==> config.mk <==
export PLATFORM = sky130hd
export DESIGN_NAME = ifsb_flag_bank
export DESIGN_NICKNAME = d
export VERILOG_FILES = /design/src/shared/ifsb_pkg.sv /design/src/hw/ifsb_flag_bank.sv /design/src/hw/ifsb_flag_cell.sv
export VERILOG_INCLUDE_DIRS = /design/src /design/src/shared
export SDC_FILE = /design/constraint.sdc
export NUM_CORES = 1
export LEC_CHECK = 0
export ABC_AREA = 1
export BUFFER_PORTS_ARGS = -buffer_cell sky130_fd_sc_hd__buf_2
export CORE_UTILIZATION = 45
export DETAILED_ROUTE_END_ITERATION = 8
export MAX_ROUTING_LAYER = met4
export PLACE_DENSITY = 0.72
export SETUP_SLACK_MARGIN = 0.05
export SLEW_MARGIN = 0
export SYNTH_ARGS = -nofsm -noshare
export SYNTH_HDL_FRONTEND = slang
export SYNTH_HIERARCHICAL = 1
export SYNTH_SLANG_ARGS = --single-unit
==> constraint.sdc <==
create_clock -name clock -period 1.6 [get_ports clock]
set_clock_uncertainty 0.15 [all_clocks]
set_input_delay 0.32 -clock clock [delete_from_list [all_inputs] [get_ports clock]]
set_output_delay 0.32 -clock clock [all_outputs]
set_load 0.005 [all_outputs]
==> src/shared/ifsb_map.svh <==
// register offsets, field positions and reset values of the flag bank
// Summary of operation
// - source event sets its flag bit to one
// - idle or cleared flag reads as zero
// - reg six bit 15: pair one done
// - reg six bit 14: pair zero done
// - reg zero bit 1: capture one flag
// - reg zero bit 0: external line zero
// - unimplemented bits ignore writes, read zero
`ifndef IFSB_MAP_SVH
`define IFSB_MAP_SVH
`define IFSB_OFF_FLAGS_ZERO 4'h0
`define IFSB_OFF_FLAGS_SIX  4'h4
`define IFSB_OFF_IRQ_STAT   4'h8
`define IFSB_OFF_IRQ_EN     4'hc
`define IFSB_OFF_IRQ_CLR    4'h6
`define IFSB_BIT_CAP_ONE    0
`define IFSB_BIT_EXT_ZERO   1
`define IFSB_BIT_PAIR_ONE   2
`define IFSB_BIT_PAIR_ZERO  3
`define IFSB_BIT_CMP_FOUR   4
`define IFSB_BIT_CMP_THREE  5
`define IFSB_BIT_CMP_TWO    6
`define IFSB_BIT_PG_FOUR    7
`define IFSB_BIT_PG_THREE   8
`define IFSB_NUM_FLAGS      9
`define IFSB_ZERO_MASK      16'h0003
`define IFSB_SIX_MASK       16'hc383
`define IFSB_RESET_VAL      16'h0000
`endif

==> src/shared/ifsb_pkg.sv <==
// types shared by the flag bank files
package ifsb_pkg;
  typedef logic [15:0] ifsb_word_t;   // one register word
  typedef logic [3:0]  ifsb_addr_t;   // register offset
  typedef logic [8:0]  ifsb_flags_t;  // one bit per event source
endpackage : ifsb_pkg
==> src/hw/ifsb_flag_bank.sv <==
// interrupt flag status bank: flag registers zero and six, irq status
`include "ifsb_map.svh"
module ifsb_flag_bank (
  input  wire logic               clock,             // 125 MHz clock
  input  wire logic               rst_n,             // async reset
  input  wire ifsb_pkg::ifsb_addr_t regAddr,          // register offset
  input  wire ifsb_pkg::ifsb_word_t regWrData,        // write data
  input  wire logic               regWrStb,          // write strobe
  input  wire logic               regRdStb,          // read strobe
  input  wire logic               capOneEvt,         // capture one request
  input  wire logic               extZeroEvt,        // ext line zero request
  input  wire logic               pairOneEvt,        // pair one done
  input  wire logic               pairZeroEvt,       // pair zero done
  input  wire logic               cmpFourEvt,        // comparator four
  input  wire logic               cmpThreeEvt,       // comparator three
  input  wire logic               cmpTwoEvt,         // comparator two
  input  wire logic               pgFourEvt,         // pulse gen four
  input  wire logic               pgThreeEvt,        // pulse gen three
  output ifsb_pkg::ifsb_word_t    regRdData,         // read data, next cycle
  output ifsb_pkg::ifsb_flags_t   flagsOut,          // flags to priority logic
  output logic                    irqOut             // level interrupt
);
  import ifsb_pkg::*;

  ifsb_flags_t evtVec;     // event inputs as a vector
  ifsb_flags_t wrEnVec;    // per-flag software write enable
  ifsb_flags_t wrValVec;   // per-flag software write value
  ifsb_flags_t flagVec;    // flag cell outputs
  ifsb_word_t  zeroWord;   // flag register zero as read
  ifsb_word_t  sixWord;    // flag register six as read
  logic wrZero;            // write hits register zero
  logic wrSix;             // write hits register six

  // events are on-chip, same clock: no synchroniser needed
  assign evtVec = {pgThreeEvt, pgFourEvt, cmpTwoEvt, cmpThreeEvt,
                   cmpFourEvt, pairZeroEvt, pairOneEvt, extZeroEvt,
                   capOneEvt};

  assign wrZero = regWrStb && (regAddr == `IFSB_OFF_FLAGS_ZERO);
  assign wrSix  = regWrStb && (regAddr == `IFSB_OFF_FLAGS_SIX);

  // map writable bit positions onto the flag cells
  always_comb begin
    wrEnVec  = '0;
    wrValVec = '0;
    wrEnVec[`IFSB_BIT_CAP_ONE]   = wrZero;
    wrValVec[`IFSB_BIT_CAP_ONE]  = regWrData[1];
    wrEnVec[`IFSB_BIT_EXT_ZERO]  = wrZero;
    wrValVec[`IFSB_BIT_EXT_ZERO] = regWrData[0];
    wrEnVec[`IFSB_BIT_PAIR_ONE]  = wrSix;
    wrValVec[`IFSB_BIT_PAIR_ONE] = regWrData[15];
    wrEnVec[`IFSB_BIT_PAIR_ZERO] = wrSix;
    wrValVec[`IFSB_BIT_PAIR_ZERO] = regWrData[14];
    wrEnVec[`IFSB_BIT_CMP_FOUR]  = wrSix;
    wrValVec[`IFSB_BIT_CMP_FOUR] = regWrData[9];
    wrEnVec[`IFSB_BIT_CMP_THREE] = wrSix;
    wrValVec[`IFSB_BIT_CMP_THREE] = regWrData[8];
    wrEnVec[`IFSB_BIT_CMP_TWO]   = wrSix;
    wrValVec[`IFSB_BIT_CMP_TWO]  = regWrData[7];
    wrEnVec[`IFSB_BIT_PG_FOUR]   = wrSix;
    wrValVec[`IFSB_BIT_PG_FOUR]  = regWrData[1];
    wrEnVec[`IFSB_BIT_PG_THREE]  = wrSix;
    wrValVec[`IFSB_BIT_PG_THREE] = regWrData[0];
  end

  // one sticky cell per flag
  genvar gi;
  generate
    for (gi = 0; gi < `IFSB_NUM_FLAGS; gi++) begin : g_flag
      ifsb_flag_cell u_cell (
        .clock   (clock),
        .rst_n   (rst_n),
        .eventIn (evtVec[gi]),
        .wrEn    (wrEnVec[gi]),
        .wrVal   (wrValVec[gi]),
        .flag    (flagVec[gi])
      );
    end
  endgenerate

  // assemble read words; unimplemented positions are hard zero
  always_comb begin
    zeroWord = `IFSB_RESET_VAL;
    sixWord  = `IFSB_RESET_VAL;
    zeroWord[1]  = flagVec[`IFSB_BIT_CAP_ONE];
    zeroWord[0]  = flagVec[`IFSB_BIT_EXT_ZERO];
    sixWord[15]  = flagVec[`IFSB_BIT_PAIR_ONE];
    sixWord[14]  = flagVec[`IFSB_BIT_PAIR_ZERO];
    sixWord[9]   = flagVec[`IFSB_BIT_CMP_FOUR];
    sixWord[8]   = flagVec[`IFSB_BIT_CMP_THREE];
    sixWord[7]   = flagVec[`IFSB_BIT_CMP_TWO];
    sixWord[1]   = flagVec[`IFSB_BIT_PG_FOUR];
    sixWord[0]   = flagVec[`IFSB_BIT_PG_THREE];
  end

  // interrupt status / enable, same 9-bit layout as flagVec
  ifsb_flags_t irqStat_r;    // sticky irq status
  ifsb_flags_t irqStat_nxt;
  ifsb_flags_t irqEn_r;      // irq enable mask
  ifsb_flags_t irqEn_nxt;
  logic        irq_r;        // registered interrupt line
  logic        irq_nxt;

  // status set by events beats a clear in the same cycle
  always_comb begin
    irqStat_nxt = irqStat_r;
    irqEn_nxt   = irqEn_r;
    if (regWrStb && regAddr == `IFSB_OFF_IRQ_CLR) begin
      irqStat_nxt = irqStat_r & ~regWrData[8:0];
    end
    if (regWrStb && regAddr == `IFSB_OFF_IRQ_EN) begin
      irqEn_nxt = regWrData[8:0];
    end
    irqStat_nxt = irqStat_nxt | evtVec;
    irq_nxt     = |(irqStat_nxt & irqEn_nxt);
  end

  always_ff @(posedge clock or negedge rst_n) begin
    if (!rst_n) begin
      irqStat_r <= '0;
      irqEn_r   <= '0;
      irq_r     <= 1'b0;
    end else begin
      irqStat_r <= irqStat_nxt;
      irqEn_r   <= irqEn_nxt;
      irq_r     <= irq_nxt;
    end
  end

  // read path: data valid one cycle after the strobe, else zero
  ifsb_word_t  rdData_r;
  ifsb_word_t  rdData_nxt;
  ifsb_flags_t flagsOut_r;

  always_comb begin
    rdData_nxt = '0;
    if (regRdStb) begin
      unique case (regAddr)
        `IFSB_OFF_FLAGS_ZERO: rdData_nxt = zeroWord;
        `IFSB_OFF_FLAGS_SIX:  rdData_nxt = sixWord;
        `IFSB_OFF_IRQ_STAT:   rdData_nxt = {7'h00, irqStat_r};
        `IFSB_OFF_IRQ_EN:     rdData_nxt = {7'h00, irqEn_r};
        default:              rdData_nxt = '0;  // unmapped reads zero
      endcase
    end
  end

  always_ff @(posedge clock or negedge rst_n) begin
    if (!rst_n) begin
      rdData_r   <= '0;
      flagsOut_r <= '0;
    end else begin
      rdData_r   <= rdData_nxt;
      flagsOut_r <= flagVec;  // one cycle late, keeps output registered
    end
  end

  assign regRdData = rdData_r;
  assign flagsOut  = flagsOut_r;
  assign irqOut    = irq_r;

  // reserved positions of register six never read as one
  property p_unimpl_zero;
    @(posedge clock) disable iff (!rst_n)
    regRdStb && regAddr == `IFSB_OFF_FLAGS_SIX |=>
      (regRdData & ~`IFSB_SIX_MASK) == 16'h0000;
  endproperty
  a_unimpl_zero: assert property (p_unimpl_zero)
    else $error("reserved bit of reg six read nonzero");
  // reserved positions of register zero never read as one
  property p_zero_reserved;
    @(posedge clock) disable iff (!rst_n)
    regRdStb && regAddr == `IFSB_OFF_FLAGS_ZERO |=>
      (regRdData & ~`IFSB_ZERO_MASK) == 16'h0000;
  endproperty
  a_zero_reserved: assert property (p_zero_reserved)
    else $error("reserved bit of reg zero read nonzero");
  // each event shows in its read word one cycle later
  property p_pair_one;
    @(posedge clock) disable iff (!rst_n)
    pairOneEvt |=> sixWord[15];
  endproperty
  a_pair_one: assert property (p_pair_one)
    else $error("pair one flag not set");
  property p_pair_zero;
    @(posedge clock) disable iff (!rst_n)
    pairZeroEvt |=> sixWord[14];
  endproperty
  a_pair_zero: assert property (p_pair_zero)
    else $error("pair zero flag not set");
  property p_cap_one;
    @(posedge clock) disable iff (!rst_n)
    capOneEvt |=> zeroWord[1];
  endproperty
  a_cap_one: assert property (p_cap_one)
    else $error("capture one flag not set");
  property p_ext_zero;
    @(posedge clock) disable iff (!rst_n)
    extZeroEvt |=> zeroWord[0];
  endproperty
  a_ext_zero: assert property (p_ext_zero)
    else $error("ext line zero flag not set");
  // comparator and pulse gen flags sit at their own positions
  property p_cmp_four;
    @(posedge clock) disable iff (!rst_n)
    cmpFourEvt |=> sixWord[9];
  endproperty
  a_cmp_four: assert property (p_cmp_four)
    else $error("comparator four flag not set");
  property p_cmp_three;
    @(posedge clock) disable iff (!rst_n)
    cmpThreeEvt |=> sixWord[8];
  endproperty
  a_cmp_three: assert property (p_cmp_three)
    else $error("comparator three flag not set");
  property p_cmp_two;
    @(posedge clock) disable iff (!rst_n)
    cmpTwoEvt |=> sixWord[7];
  endproperty
  a_cmp_two: assert property (p_cmp_two)
    else $error("comparator two flag not set");
  property p_pg_four;
    @(posedge clock) disable iff (!rst_n)
    pgFourEvt |=> sixWord[1];
  endproperty
  a_pg_four: assert property (p_pg_four)
    else $error("pulse gen four flag not set");
  property p_pg_three;
    @(posedge clock) disable iff (!rst_n)
    pgThreeEvt |=> sixWord[0];
  endproperty
  a_pg_three: assert property (p_pg_three)
    else $error("pulse gen three flag not set");
  // the read word carries the flags as they stood at the strobe
  property p_rd_six;
    @(posedge clock) disable iff (!rst_n)
    regRdStb && regAddr == `IFSB_OFF_FLAGS_SIX |=>
      regRdData == $past(sixWord);
  endproperty
  a_rd_six: assert property (p_rd_six)
    else $error("reg six read data wrong");
  property p_rd_zero;
    @(posedge clock) disable iff (!rst_n)
    regRdStb && regAddr == `IFSB_OFF_FLAGS_ZERO |=>
      regRdData == $past(zeroWord);
  endproperty
  a_rd_zero: assert property (p_rd_zero)
    else $error("reg zero read data wrong");
  // outside a read answer the data lines rest at zero
  property p_rd_idle;
    @(posedge clock) disable iff (!rst_n)
    !regRdStb |=> regRdData == 16'h0000;
  endproperty
  a_rd_idle: assert property (p_rd_idle)
    else $error("read data not zero when idle");
  // status and enable read back what they held
  property p_stat_rd;
    @(posedge clock) disable iff (!rst_n)
    regRdStb && regAddr == `IFSB_OFF_IRQ_STAT |=>
      regRdData == {7'h00, $past(irqStat_r)};
  endproperty
  a_stat_rd: assert property (p_stat_rd)
    else $error("status read data wrong");
  property p_en_rd;
    @(posedge clock) disable iff (!rst_n)
    regRdStb && regAddr == `IFSB_OFF_IRQ_EN |=>
      regRdData == {7'h00, $past(irqEn_r)};
  endproperty
  a_en_rd: assert property (p_en_rd)
    else $error("enable read data wrong");
  // any enabled event raises the line unless the enable is rewritten that cycle, a clear cannot beat it
  property p_irq_follows;
    @(posedge clock) disable iff (!rst_n)
    ((|(evtVec & irqEn_r))
      && !(regWrStb && regAddr == `IFSB_OFF_IRQ_EN)) |=> irqOut;
  endproperty
  a_irq_follows: assert property (p_irq_follows)
    else $error("enabled event gave no interrupt");
  // with every source masked the line stays low
  property p_irq_off;
    @(posedge clock) disable iff (!rst_n)
    (irqEn_r == 9'h000 && !(regWrStb && regAddr == `IFSB_OFF_IRQ_EN))
      |=> !irqOut;
  endproperty
  a_irq_off: assert property (p_irq_off)
    else $error("masked interrupt raised");
  // flag copy toward priority logic lags the cells by one cycle
  property p_flags_out;
    @(posedge clock) disable iff (!rst_n)
    1'b1 |=> flagsOut == $past(flagVec);
  endproperty
  a_flags_out: assert property (p_flags_out)
    else $error("flag copy does not follow cells");
  // a software clear with no event in that cycle leaves zero
  property p_clear_reads_zero;
    @(posedge clock) disable iff (!rst_n)
    (wrZero && regWrData[0] == 1'b0 && !extZeroEvt) |=> !zeroWord[0];
  endproperty
  a_clear_reads_zero: assert property (p_clear_reads_zero)
    else $error("cleared flag read one");
  c_irq: cover property (@(posedge clock) disable iff (!rst_n) irqOut);
  c_rd_six: cover property (@(posedge clock) disable iff (!rst_n)
    regRdStb && regAddr == `IFSB_OFF_FLAGS_SIX);
  c_set_clr: cover property (@(posedge clock) disable iff (!rst_n)
    wrSix && pairOneEvt);
  c_irq_clear: cover property (@(posedge clock) disable iff (!rst_n)
    regWrStb && regAddr == `IFSB_OFF_IRQ_CLR && irqOut);
  c_wr_zero: cover property (@(posedge clock) disable iff (!rst_n)
    wrZero && regWrData[1:0] == 2'h3);
endmodule : ifsb_flag_bank

==> src/hw/ifsb_flag_cell.sv <==
// one sticky flag bit: set by its event, written or cleared by software
module ifsb_flag_cell (
  input  wire logic clock,    // system clock
  input  wire logic rst_n,    // async reset, active low
  input  wire logic eventIn,  // one-cycle request from the source
  input  wire logic wrEn,     // software writes this bit
  input  wire logic wrVal,    // value software writes
  output logic      flag      // stored flag
);
  logic flag_r;    // flag storage
  logic flag_nxt;  // next flag value

  // an event in the same cycle as a software clear wins, so nothing is lost
  always_comb begin
    flag_nxt = flag_r;
    if (wrEn) begin
      flag_nxt = wrVal;
    end
    if (eventIn) begin
      flag_nxt = 1'b1;
    end
  end

  // register only
  always_ff @(posedge clock or negedge rst_n) begin
    if (!rst_n) begin
      flag_r <= 1'b0;
    end else begin
      flag_r <= flag_nxt;
    end
  end

  assign flag = flag_r;

  // an event always leaves the flag set one cycle later
  property p_event_sets;
    @(posedge clock) disable iff (!rst_n)
    eventIn |=> flag_r;
  endproperty
  a_event_sets: assert property (p_event_sets)
    else $error("event did not set flag");
  // a clear with no event in the same cycle reads back as zero
  property p_clear_holds;
    @(posedge clock) disable iff (!rst_n)
    (wrEn && !wrVal && !eventIn) |=> !flag_r;
  endproperty
  a_clear_holds: assert property (p_clear_holds)
    else $error("software clear lost");
endmodule : ifsb_flag_cell

* After elaboration in Yosys (flattened, before gate mapping)
Index checks and enable logic that the tools add are counted.
Operators by class: equality and inequality tests 4, mux-type cells 22, bitwise gates (word level) 4, reduce and logical (&&, ||, !) cells 15
Operators with widths (number):
- $pmux W16 S4 | 1
- $and A9 B9 Y9 | 2
- $mux W1 | 18
- $mux W9 | 2
- $reduce_bool A2 Y1 | 9
- $mux W16 | 1
- $not A9 Y9 | 1
- $or A9 B9 Y9 | 1
- $reduce_or A9 Y1 | 1
- $eq A4 B3 Y1 const B | 2
- $eq A4 B4 Y1 const B | 2
- $logic_and A1 B1 Y1 | 4
- $logic_not A4 Y1 | 1
Word-level totals: flip-flop bits (word level) 53, bits of input ports 33, output and inout port bits 26, logic and storage cells 59

* Logic depth before layout (Yosys ltp)
Gate-level depths: netlist of the first run.
depth in word-level cells 6, mapped depth 11

* By module
The synthesis of the first run kept the hierarchy.
By module, submodules not included:
- ifsb_flag_bank | instances 1, cells each 204, area each 1776.7 um^2
- ifsb_flag_cell | instances 9, cells each 6, area each 52.6 um^2

* Least setup slack after synthesis of the first run
OpenSTA, ideal clock, no wires.
path type input port to flip-flop, start point input regAddr[3], end point register g_flag[2].u_cell.flag_r, setup time 0.121 ns, arrival time 1.312 ns, data required time 1.329 ns, slack 0.017 ns, cell stages on the path 7, cell sequence buf_6 -> nor2_1 -> nand2_1 -> nor2_1 -> inv_1 -> nand2_2 -> nand3_2
Between the ends: longest elaborated chain between the ends 3
RTL lines:
- from (decl) | line ifsb_flag_bank.sv:6 | input wire ifsb_pkg::ifsb_addr_t regAddr,
- $eq A4 B3 Y1
- $logic_and A1 B1 Y1 | line ifsb_flag_bank.sv:40 | assign wrSix = regWrStb && (regAddr == `IFSB_OFF_FLAGS_SIX);
- named net wrSix | line ifsb_flag_bank.sv:32 | logic wrSix;
- $reduce_bool A2 Y1 (no source line)
- to (signal assigned) | line ifsb_flag_cell.sv:29 | flag_r <= flag_nxt;
- to (decl) | line ifsb_flag_cell.sv:10 | logic flag_r;
The timed path passes the listed nets, and every way through them passes these cells. A chain may end at the register's enable or synchronous reset.

* Final worst setup path of the first run
start point input regAddr[0], end point register irq_r, in the netlist irqOut
Between the ends: longest elaborated chain between the ends 6, elaborated cells between the ends (all ways) 9
RTL lines:
- $eq A4 B3 Y1 (no source line)
- $logic_and A1 B1 Y1 (no source line)
- $mux W9 | line ifsb_flag_bank.sv:108 | if (regWrStb && regAddr == `IFSB_OFF_IRQ_CLR) begin
- $or A9 B9 Y9 | line ifsb_flag_bank.sv:114 | irqStat_nxt = irqStat_nxt | evtVec;
- named net irqStat_nxt[3] | line ifsb_flag_bank.sv:98 | ifsb_flags_t irqStat_nxt;
- $and A9 B9 Y9 | line ifsb_flag_bank.sv:115 | irq_nxt = |(irqStat_nxt & irqEn_nxt);
- $reduce_or A9 Y1 | line ifsb_flag_bank.sv:115
- named net irq_nxt | line ifsb_flag_bank.sv:102 | logic irq_nxt;
- to (signal assigned) | line ifsb_flag_bank.sv:126 | irq_r <= irq_nxt;
- to (decl) | line ifsb_flag_bank.sv:101 | logic irq_r;
The timed path passes the listed nets, and every way through them passes these cells.

==> results of run 1 <==
## worst max path at each step
stage / to / slack (ns) / start
2_1_floorplan: g_flag[7].u_cell/flag / 0.19 / regAddr[3]
3_3_place_gp: irqOut / -0.03 / regAddr[0]
3_5_place_dp: irqOut / -0.08 / regAddr[0]
4_1_cts: irqOut / 0.25 / regAddr[0]
5_1_grt: irqOut / 0.13 / regAddr[0]
6_report: irqOut / 0.24 / regAddr[0]
## power groups by stage
stage	clock (mW)	sequential (mW)	combinational, mW
global route	0.892	1.35	0.409
detailed placement	0	1.37	0.354
floorplan	0	1.36	0.199
finish	0.834	1.34	0.357
CTS	0.852	1.34	0.359
global placement	0	1.36	0.347
## what timing repair did
item                                    4_1_cts  5_1_grt
hold buffers                                  1        0
hold endpoints to repair                     16        0
endpoints found under the setup margin        0        0
## worst min-delay path, stage by stage
cell	delay, ns
sky130_fd_sc_hd__buf_2	0.08
sky130_fd_sc_hd__inv_1	0.04
sky130_fd_sc_hd__nand3_2	0.05
## layer usage
metal	wire [um]	vias to the layer above	GRT usage [%]
met5	0	-	-
met4	37	0	5.23
met3	266	4	4.01
met2	2270	56	32.2
met1	2200	811	28.1
li1	-	907	-
## synth_stat cells
library cell               instances
sky130_fd_sc_hd__nand3_2           9
sky130_fd_sc_hd__nand4_1           8
sky130_fd_sc_hd__buf_6             2
sky130_fd_sc_hd__o21ai_1           2
sky130_fd_sc_hd__nand3b_1          1
sky130_fd_sc_hd__clkinv_1          1
sky130_fd_sc_hd__nor2_2            1
sky130_fd_sc_hd__a21oi_1           6
sky130_fd_sc_hd__o22ai_1           1
sky130_fd_sc_hd__nand3_1           9
sky130_fd_sc_hd__nor2_4            3
sky130_fd_sc_hd__conb_1            1
sky130_fd_sc_hd__o211ai_1          1
sky130_fd_sc_hd__buf_2             1
sky130_fd_sc_hd__a211oi_1          1
sky130_fd_sc_hd__nor2_1           13
sky130_fd_sc_hd__nand2_4           1
sky130_fd_sc_hd__dfrtp_1          49
sky130_fd_sc_hd__buf_4             4
sky130_fd_sc_hd__inv_1            45
sky130_fd_sc_hd__nand2_1          74
sky130_fd_sc_hd__clkbuf_1          1
sky130_fd_sc_hd__nand2_2          19
sky130_fd_sc_hd__a41oi_1           1
sky130_fd_sc_hd__clkinv_2          1
sky130_fd_sc_hd__inv_2             1
sky130_fd_sc_hd__o21ai_2           2
## stage by stage
| stage | power, mW | std cells | hold slack [ns] | cell area, um^2 |
|---|---|---|---|---|
| after floorplan | 1.56 | 261 | -0.126 | 2260 |
| after global placement | 1.71 | 385 | 0.122 | 2670 |
| after detailed placement | 1.72 | 385 | 0.123 | 2670 |
| after CTS | 2.55 | 393 | 0.0773 | 2790 |
| after global routing | 2.65 | 393 | 0.0887 | 2790 |
| final | 2.53 | 393 | 0.0833 | 2790 |
## state kept, by name, indices dropped and copies added, names as in the netlist
register,count
g_flag.u_cell/flag,9
irqEn_r,9
irqStat_r,9
irqOut,1
flagsOut,9
regRdData,12
## area by class of cell
type                    instances  area, um^2
clock buffers                   5        68.8
clock inverters                 2        35.0
well taps                      67        83.8
fillers                       452        1970
multi-input cells             156         795
flip-flops and latches         49        1230
inverters                      48         181
repair buffers                 66         398
## cells by family after synthesis
logic type,Yosys count,synth area share [%]
buf+inv,56,10.8
simple gates,138,30.6
compound gates,14,3.89
other cells,1,0.167
flops,49,54.5
==> metrics.log, run 1 <==
[metrics] status: finished, final reports clean
[metrics] overall die area: 5290 um^2
[metrics] I/O Pins: 59
[metrics] highest fanout seen on the critical path: 9
[metrics] endpoint kind of the worst setup timing path: flip-flop
[metrics] crit start category: input port
[metrics] most area-consuming cells after synthesis: sky130_fd_sc_hd__dfrtp_1 (55%), sky130_fd_sc_hd__nand2_1 (12%), sky130_fd_sc_hd__inv_1 (7.5%)
[metrics] cell with the biggest individual delay on the critical path: sky130_fd_sc_hd__nor2_4
[metrics] TritonCTS Buffers: 5
[metrics] # resized after CTS: 0
[metrics] total of max-cap violations: 0
[metrics] Leakage Power: 1.45 nW
[metrics] fraction of layout instances using a drive strength above 1: 33.7%
[metrics] final-report setup violation count: 0
[metrics] DR DRC count: 0
[metrics] area of the placeable core: 4750 um^2
[metrics] relative contribution of the clock network to total power: 32.9%
[metrics] Die H: 72.7 um
[metrics] HPWL after detailed placement: 3530 um
[metrics] count of buffers from port buffering: 50
[metrics] flip-flop and latch count after synthesis: 49
[metrics] Final Slew Violations: 0
[metrics] worst-skew pair later-pin latency: 0.30 ns
[metrics] Routed Antenna Nets: 0
[metrics] leading area contributor after synthesis: sky130_fd_sc_hd__dfrtp_1
[metrics] average instance area after synthesis: 8.72 um^2
[metrics] number of buffer and inverter instances along the worst setup path: 2
[metrics] first-pass iteration count of the detailed router: 4
[metrics] Sw Ratio: 24.8%
[metrics] path category of the worst min-delay check: in -> reg
[metrics] timing-limited maximum frequency: 0.738 GHz
[metrics] Worst-path clk slew: 0.09 ns
[metrics] detailed router's first-iteration violation count: 85
[metrics] launch instance of the worst register-to-register path: irqStat_r[7]
[metrics] highest-count cells in the layout ignoring fill and taps: sky130_fd_sc_hd__nand2_1 (74), sky130_fd_sc_hd__buf_2 (50), sky130_fd_sc_hd__dfrtp_1 (49)
[metrics] Total Routing Usage GR: 20.7%
[metrics] Period Utilization, post-route: 84.7%
[metrics] pwr/cell area: 909 nW/um^2
[metrics] CTS tree: built
[metrics] buffers from clock root to sink, at most: 2
[metrics] chain of cells forming the critical path: buf_2, inv_1, nand3_1, nor2_4, nand2_1, nand2_1, nand2_1, nand2_1, nand2_1, nor2_1, nand3_1
[metrics] routed len/inst: 12.2 um
[metrics] R2R setup slack: 0.36 ns
[metrics] number of antenna violations at the first check in global routing: 0
[metrics] # clock sinks: 49
[metrics] Most common cell on crit path: sky130_fd_sc_hd__nand2_1
[metrics] cell internal pwr: 1.91 mW
[metrics] Synth top area share: 54.5%
[metrics] Slowest Stage Delay on Critical Path: 0.26 ns
[metrics] setup slack after placement: -0.0755 ns
[metrics] WP depth: 11
[metrics] R2R Path End: irqOut
[metrics] sequential cell fraction of total power: 53.0%
[metrics] Setup Buffers After CTS: 0
[metrics] length in cells of the worst reg-to-reg path: 8
[metrics] pin count of the biggest net entering global routing: 20
[metrics] via count of the first global-routing pass: 1671
[metrics] number of different library cells in the post-synthesis netlist: 27
[metrics] Row Count: 25
[metrics] Crit Path Class: in -> reg
[metrics] WP data required: 1.64 ns
[metrics] via/cell ratio: 4.52
[metrics] VDD IR max: 0.000629 V
[metrics] crit path time final: 1.36 ns
[metrics] CTS root buffer: sky130_fd_sc_hd__clkbuf_8
[metrics] Logic pwr share: 14.1%
[metrics] worst path arrival time: 1.40 ns
[metrics] most common library cell in the layout ignoring fill and taps: sky130_fd_sc_hd__nand2_1
[metrics] setup slack after layout: 0.244 ns
[metrics] yosys synthesis warning count: 6
[metrics] DR vias: 1778
[metrics] leftover overflow at the end of global routing: 0
[metrics] Worst path top cell family by delay: simple AND/OR/NAND/NOR gates
[metrics] sequential cell area fraction in the yosys report: 54.5%
[metrics] setup TNS: 0 ns
[metrics] chip width: 72.7 um
[metrics] first-pass GRT wire length: 7970 um
[metrics] hold path start: pairZeroEvt
[metrics] number of nets in the layout: 359
[metrics] switching power summed over all nets: 628 uW
[metrics] Post-Syn Instances: 258
[metrics] count of endpoints failing hold in the final timing report: 0
[metrics] post-synthesis instance area: 2250 um^2
[metrics] RSZ-0062 raised after global routing: false
[metrics] worst hold path depth: 3
[metrics] layout overhead on the synthesized area: 23.9%
[metrics] CTS H-tree lvls: 2
[metrics] Util after Layout: 58.6%
[metrics] RD Place Congestion: 0.798
[metrics] ant diodes: 0
[metrics] destination of the worst hold path: g_flag[3].u_cell/flag
[metrics] initial core utilization: 47.3%
[metrics] total detailed-routing wirelength: 4780 um
Power figures use the tool's default switching activity.
==> run 2, diff against run 1 <==
--- a/config.mk
+++ b/config.mk
@@ -11,7 +11,7 @@
 export CORE_UTILIZATION = 45
 export DETAILED_ROUTE_END_ITERATION = 8
 export MAX_ROUTING_LAYER = met4
-export PLACE_DENSITY = 0.72
+export PLACE_DENSITY = 0.74
 export SETUP_SLACK_MARGIN = 0.05
 export SLEW_MARGIN = 0
 export SYNTH_ARGS = -nofsm -noshare
==> constraint.sdc (replaced) <==
create_clock -name clock -period 1.1 [get_ports clock]
set_clock_uncertainty 0.15 [all_clocks]
set_input_delay 0.22 -clock clock [delete_from_list [all_inputs] [get_ports clock]]
set_output_delay 0.22 -clock clock [all_outputs]
set_load 0.005 [all_outputs]
==> run 2 against run 1 <==
Worst setup slack got worse by 0.35 ns. Critical endpoint unchanged. Via count increased by 15%. Flip-flop and latch count unchanged. Clock power increased by 35%. Non-clock buffer count increased by 31. Sequential share of layout area decreased by 6.7 points. The flow now finishes with violations (hold timing, setup timing). Highest routed layer unchanged. Largest cell class unchanged. Register-to-register slack got worse by 0.47 ns. Hold slack got worse by 0.10 ns. Routed wire length increased by 29%. First-iteration DRC count increased by 69%.
==> metrics.log, run 2 (synthesis results as in run 1) <==
[metrics] via/cell ratio: 4.82 (+6.5%)
[metrics] count of buffers from port buffering: 50 (unchanged)
[metrics] crit start category: flip-flop
[metrics] DR vias: 2053 (+15%)
[metrics] buffers from clock root to sink, at most: 2 (unchanged)
[metrics] hold slack: -0.0196 ns (-0.103 ns)
[metrics] number of nets in the layout: 391 (+8.9%)
[metrics] WP data required: 1.15 ns (-0.49 ns)
[metrics] Final Slew Violations: 0 (unchanged)
[metrics] RD Place Congestion: 0.894 (+12%)
[metrics] worst-skew pair later-pin latency: 0.32 ns (+0.02 ns)
[metrics] number of antenna violations at the first check in global routing: 0 (unchanged)
[metrics] highest-count cells in the layout ignoring fill and taps: sky130_fd_sc_hd__nand2_1 (65), sky130_fd_sc_hd__dfrtp_1 (49), sky130_fd_sc_hd__buf_2 (47)
[metrics] setup slack after layout: -0.108 ns (-0.352 ns)
[metrics] CTS root buffer: sky130_fd_sc_hd__clkbuf_8
[metrics] pin count of the biggest net entering global routing: 25 (+25%)
[metrics] Total Power: 3.79 mW (+50%)
[metrics] final-report setup violation count: 24 (+24)
[metrics] Hold Buf Count CTS: 14 (+13)
[metrics] Row Count: 25 (unchanged)
[metrics] RSZ-0062 raised after global routing: true
[metrics] R2R setup slack: -0.11 ns (-0.47 ns)
[metrics] fraction of layout instances using a drive strength above 1: 45.4% (+12 points)
[metrics] ant diodes: 0 (unchanged)
[metrics] timing-limited maximum frequency: 0.828 GHz
[metrics] Worst path top cell family by delay: simple AND/OR/NAND/NOR gates
[metrics] Die H: 72.7 um (unchanged)
[metrics] CTS tree: built
[metrics] Period Utilization, post-route: 110%
[metrics] total detailed-routing wirelength: 6140 um (+29%)
[metrics] total of max-cap violations: 0 (unchanged)
[metrics] overall die area: 5290 um^2 (unchanged)
[metrics] worst path arrival time: 1.26 ns (-0.14 ns)
[metrics] via count of the first global-routing pass: 1943 (+16%)
[metrics] setup slack after placement: -0.462 ns (-0.387 ns)
[metrics] VDD IR max: 0.000654 V (+3.9%)
[metrics] first-pass GRT wire length: 9340 um (+17%)
[metrics] Leakage Power: 1.64 nW (+13%)
[metrics] flip-flop count of the largest register after layout: 12 (unchanged)
[metrics] Sw Ratio: 29.0% (+4.2 points)
[metrics] cell internal pwr: 2.69 mW (+41%)
[metrics] routed len/inst: 14.4 um (+19%)
[metrics] TritonCTS Buffers: 5 (unchanged)
[metrics] Crit Path Class: reg -> reg
[metrics] hold path start: cmpTwoEvt
[metrics] endpoint kind of the worst setup timing path: flip-flop
[metrics] path category of the worst min-delay check: in -> reg
[metrics] highest fanout seen on the critical path: 2 (-7)
[metrics] CTS H-tree lvls: 2 (unchanged)
[metrics] destination of the worst hold path: irqStat_r[6]
[metrics] most common library cell in the layout ignoring fill and taps: sky130_fd_sc_hd__nand2_1
[metrics] chip width: 72.7 um (unchanged)
[metrics] worst hold path depth: 3 (unchanged)
[metrics] status: finished with violations
[metrics] layout overhead on the synthesized area: 46.2%
[metrics] Logic pwr share: 18.5% (+4.4 points)
[metrics] area of the placeable core: 4750 um^2 (unchanged)
[metrics] switching power summed over all nets: 1.10 mW (+75%)
[metrics] detailed router's first-iteration violation count: 144 (+69%)
[metrics] sequential cell fraction of total power: 51.8% (-1.2 points)
[metrics] DR DRC count: 0 (unchanged)
[metrics] pwr/cell area: 1150 nW/um^2 (+27%)
[metrics] chain of cells forming the critical path: inv_2, nor2_1, nand2_1, nand3_2, nand2_1, nand2_1, nor2_2, nand3_1
[metrics] count of endpoints failing hold in the final timing report: 4 (+4)
[metrics] Routed Antenna Nets: 0 (unchanged)
[metrics] number of buffer and inverter instances along the worst setup path: 1 (-1)
[metrics] leftover overflow at the end of global routing: 0 (unchanged)
[metrics] Slowest Stage Delay on Critical Path: 0.40 ns (+0.14 ns)
[metrics] relative contribution of the clock network to total power: 29.7% (-3.2 points)
[metrics] # clock sinks: 49 (unchanged)
[metrics] launch instance of the worst register-to-register path: irqStat_r[7]
[metrics] initial core utilization: 47.3% (unchanged)
[metrics] length in cells of the worst reg-to-reg path: 8 (unchanged)
[metrics] R2R Path End: irqOut
[metrics] Total Routing Usage GR: 24.5% (+3.8 points)
[metrics] I/O Pins: 59 (unchanged)
[metrics] crit path time final: 1.21 ns
[metrics] cell with the biggest individual delay on the critical path: sky130_fd_sc_hd__dfrtp_1
[metrics] Worst-path clk slew: 0.10 ns (about the same)
[metrics] violations in the final reports: hold timing, setup timing
[metrics] first-pass iteration count of the detailed router: 4 (unchanged)
[metrics] Most common cell on crit path: sky130_fd_sc_hd__nand2_1
[metrics] HPWL after detailed placement: 3870 um (+9.5%)
[run 2: cell types whose count changed in the layout (fill, tap and decap cells not counted), sizes merged]
cell | before | now
buf | 65 | 83
clkinv | 3 | 5
clkinvlp | 0 | 1
bufinv | 1 | 0
inv | 46 | 45
nor2 | 17 | 18
dlygate4sd3 | 1 | 14
[run 2: power groups by stage]
stage	Clock [mW]	Combinational, mW	Sequential, mW
global route	1.21	0.772	1.97
CTS	1.14	0.660	1.96
floorplan	0	0.314	1.99
detailed placement	0	0.583	1.99
global placement	0	0.574	1.99
finish	1.13	0.701	1.96
[run 2: worst max path at each step]
stage               depth (start not counted)     end  slack (ns)         start
global route                                8  irqOut       -0.21  irqStat_r[7]
global placement                           11  irqOut       -0.46    regAddr[0]
CTS                                         1  irqOut        -0.1        irqOut
detailed placement                         11  irqOut       -0.46    regAddr[0]
finish                                      8  irqOut       -0.11  irqStat_r[7]
floorplan                                  11  irqOut       -0.16    regAddr[3]
[run 2: what timing repair did]
action / CTS / global route
gates cloned: 2 / 0
endpoints found under the setup margin: 32 / 41
resized for setup: 25 / 26
pin swaps: 6 / 11
buffers inserted: 4 / 2
hold endpoints to repair: 64 / 1
[run 2: area by class of cell]
type / count / area [um^2]
timing repair buffer: 97 / 762
sequential: 49 / 1230
clock inverter: 3 / 25.0
inverter: 48 / 215
tap: 67 / 83.8
fill: 364 / 1470
multi-input combinational: 157 / 907
clock buffer: 5 / 68.8
[run 2: worst reg2reg max path, cell delays in order, from the launching register on]
cell,delay [ns]
sky130_fd_sc_hd__dfrtp_1,0.40
sky130_fd_sc_hd__inv_2,0.07
sky130_fd_sc_hd__nor2_1,0.04
sky130_fd_sc_hd__nand2_1,0.08
sky130_fd_sc_hd__nand3_2,0.07
sky130_fd_sc_hd__nand2_1,0.07
sky130_fd_sc_hd__nand2_1,0.06
sky130_fd_sc_hd__nor2_2,0.09
sky130_fd_sc_hd__nand3_1,0.07
[run 2: routing by layer]
layer | track usage (%) | part of all wire [%] | vias up
li1 | - | - | 978
met1 | 30.6 | 41 | 981
met2 | 39.5 | 52 | 76
met3 | 4.42 | 5.0 | 18
met4 | 10.2 | 2.7 | 0
met5 | - | 0 | -
[run 2: metrics by stage]
step / cell area, um^2 / TNS [ns] / std cells / util (%)
after floorplan: 2330 / -1.24 / 261 / -
after global placement: 2830 / -7.42 / 396 / 59.4
after detailed placement: 2830 / -8.33 / 396 / 59.4
after CTS: 3180 / -1.75 / 424 / 66.9
after global routing: 3290 / -2.52 / 426 / 69.2
final: 3290 / -1.74 / 426 / 69.2
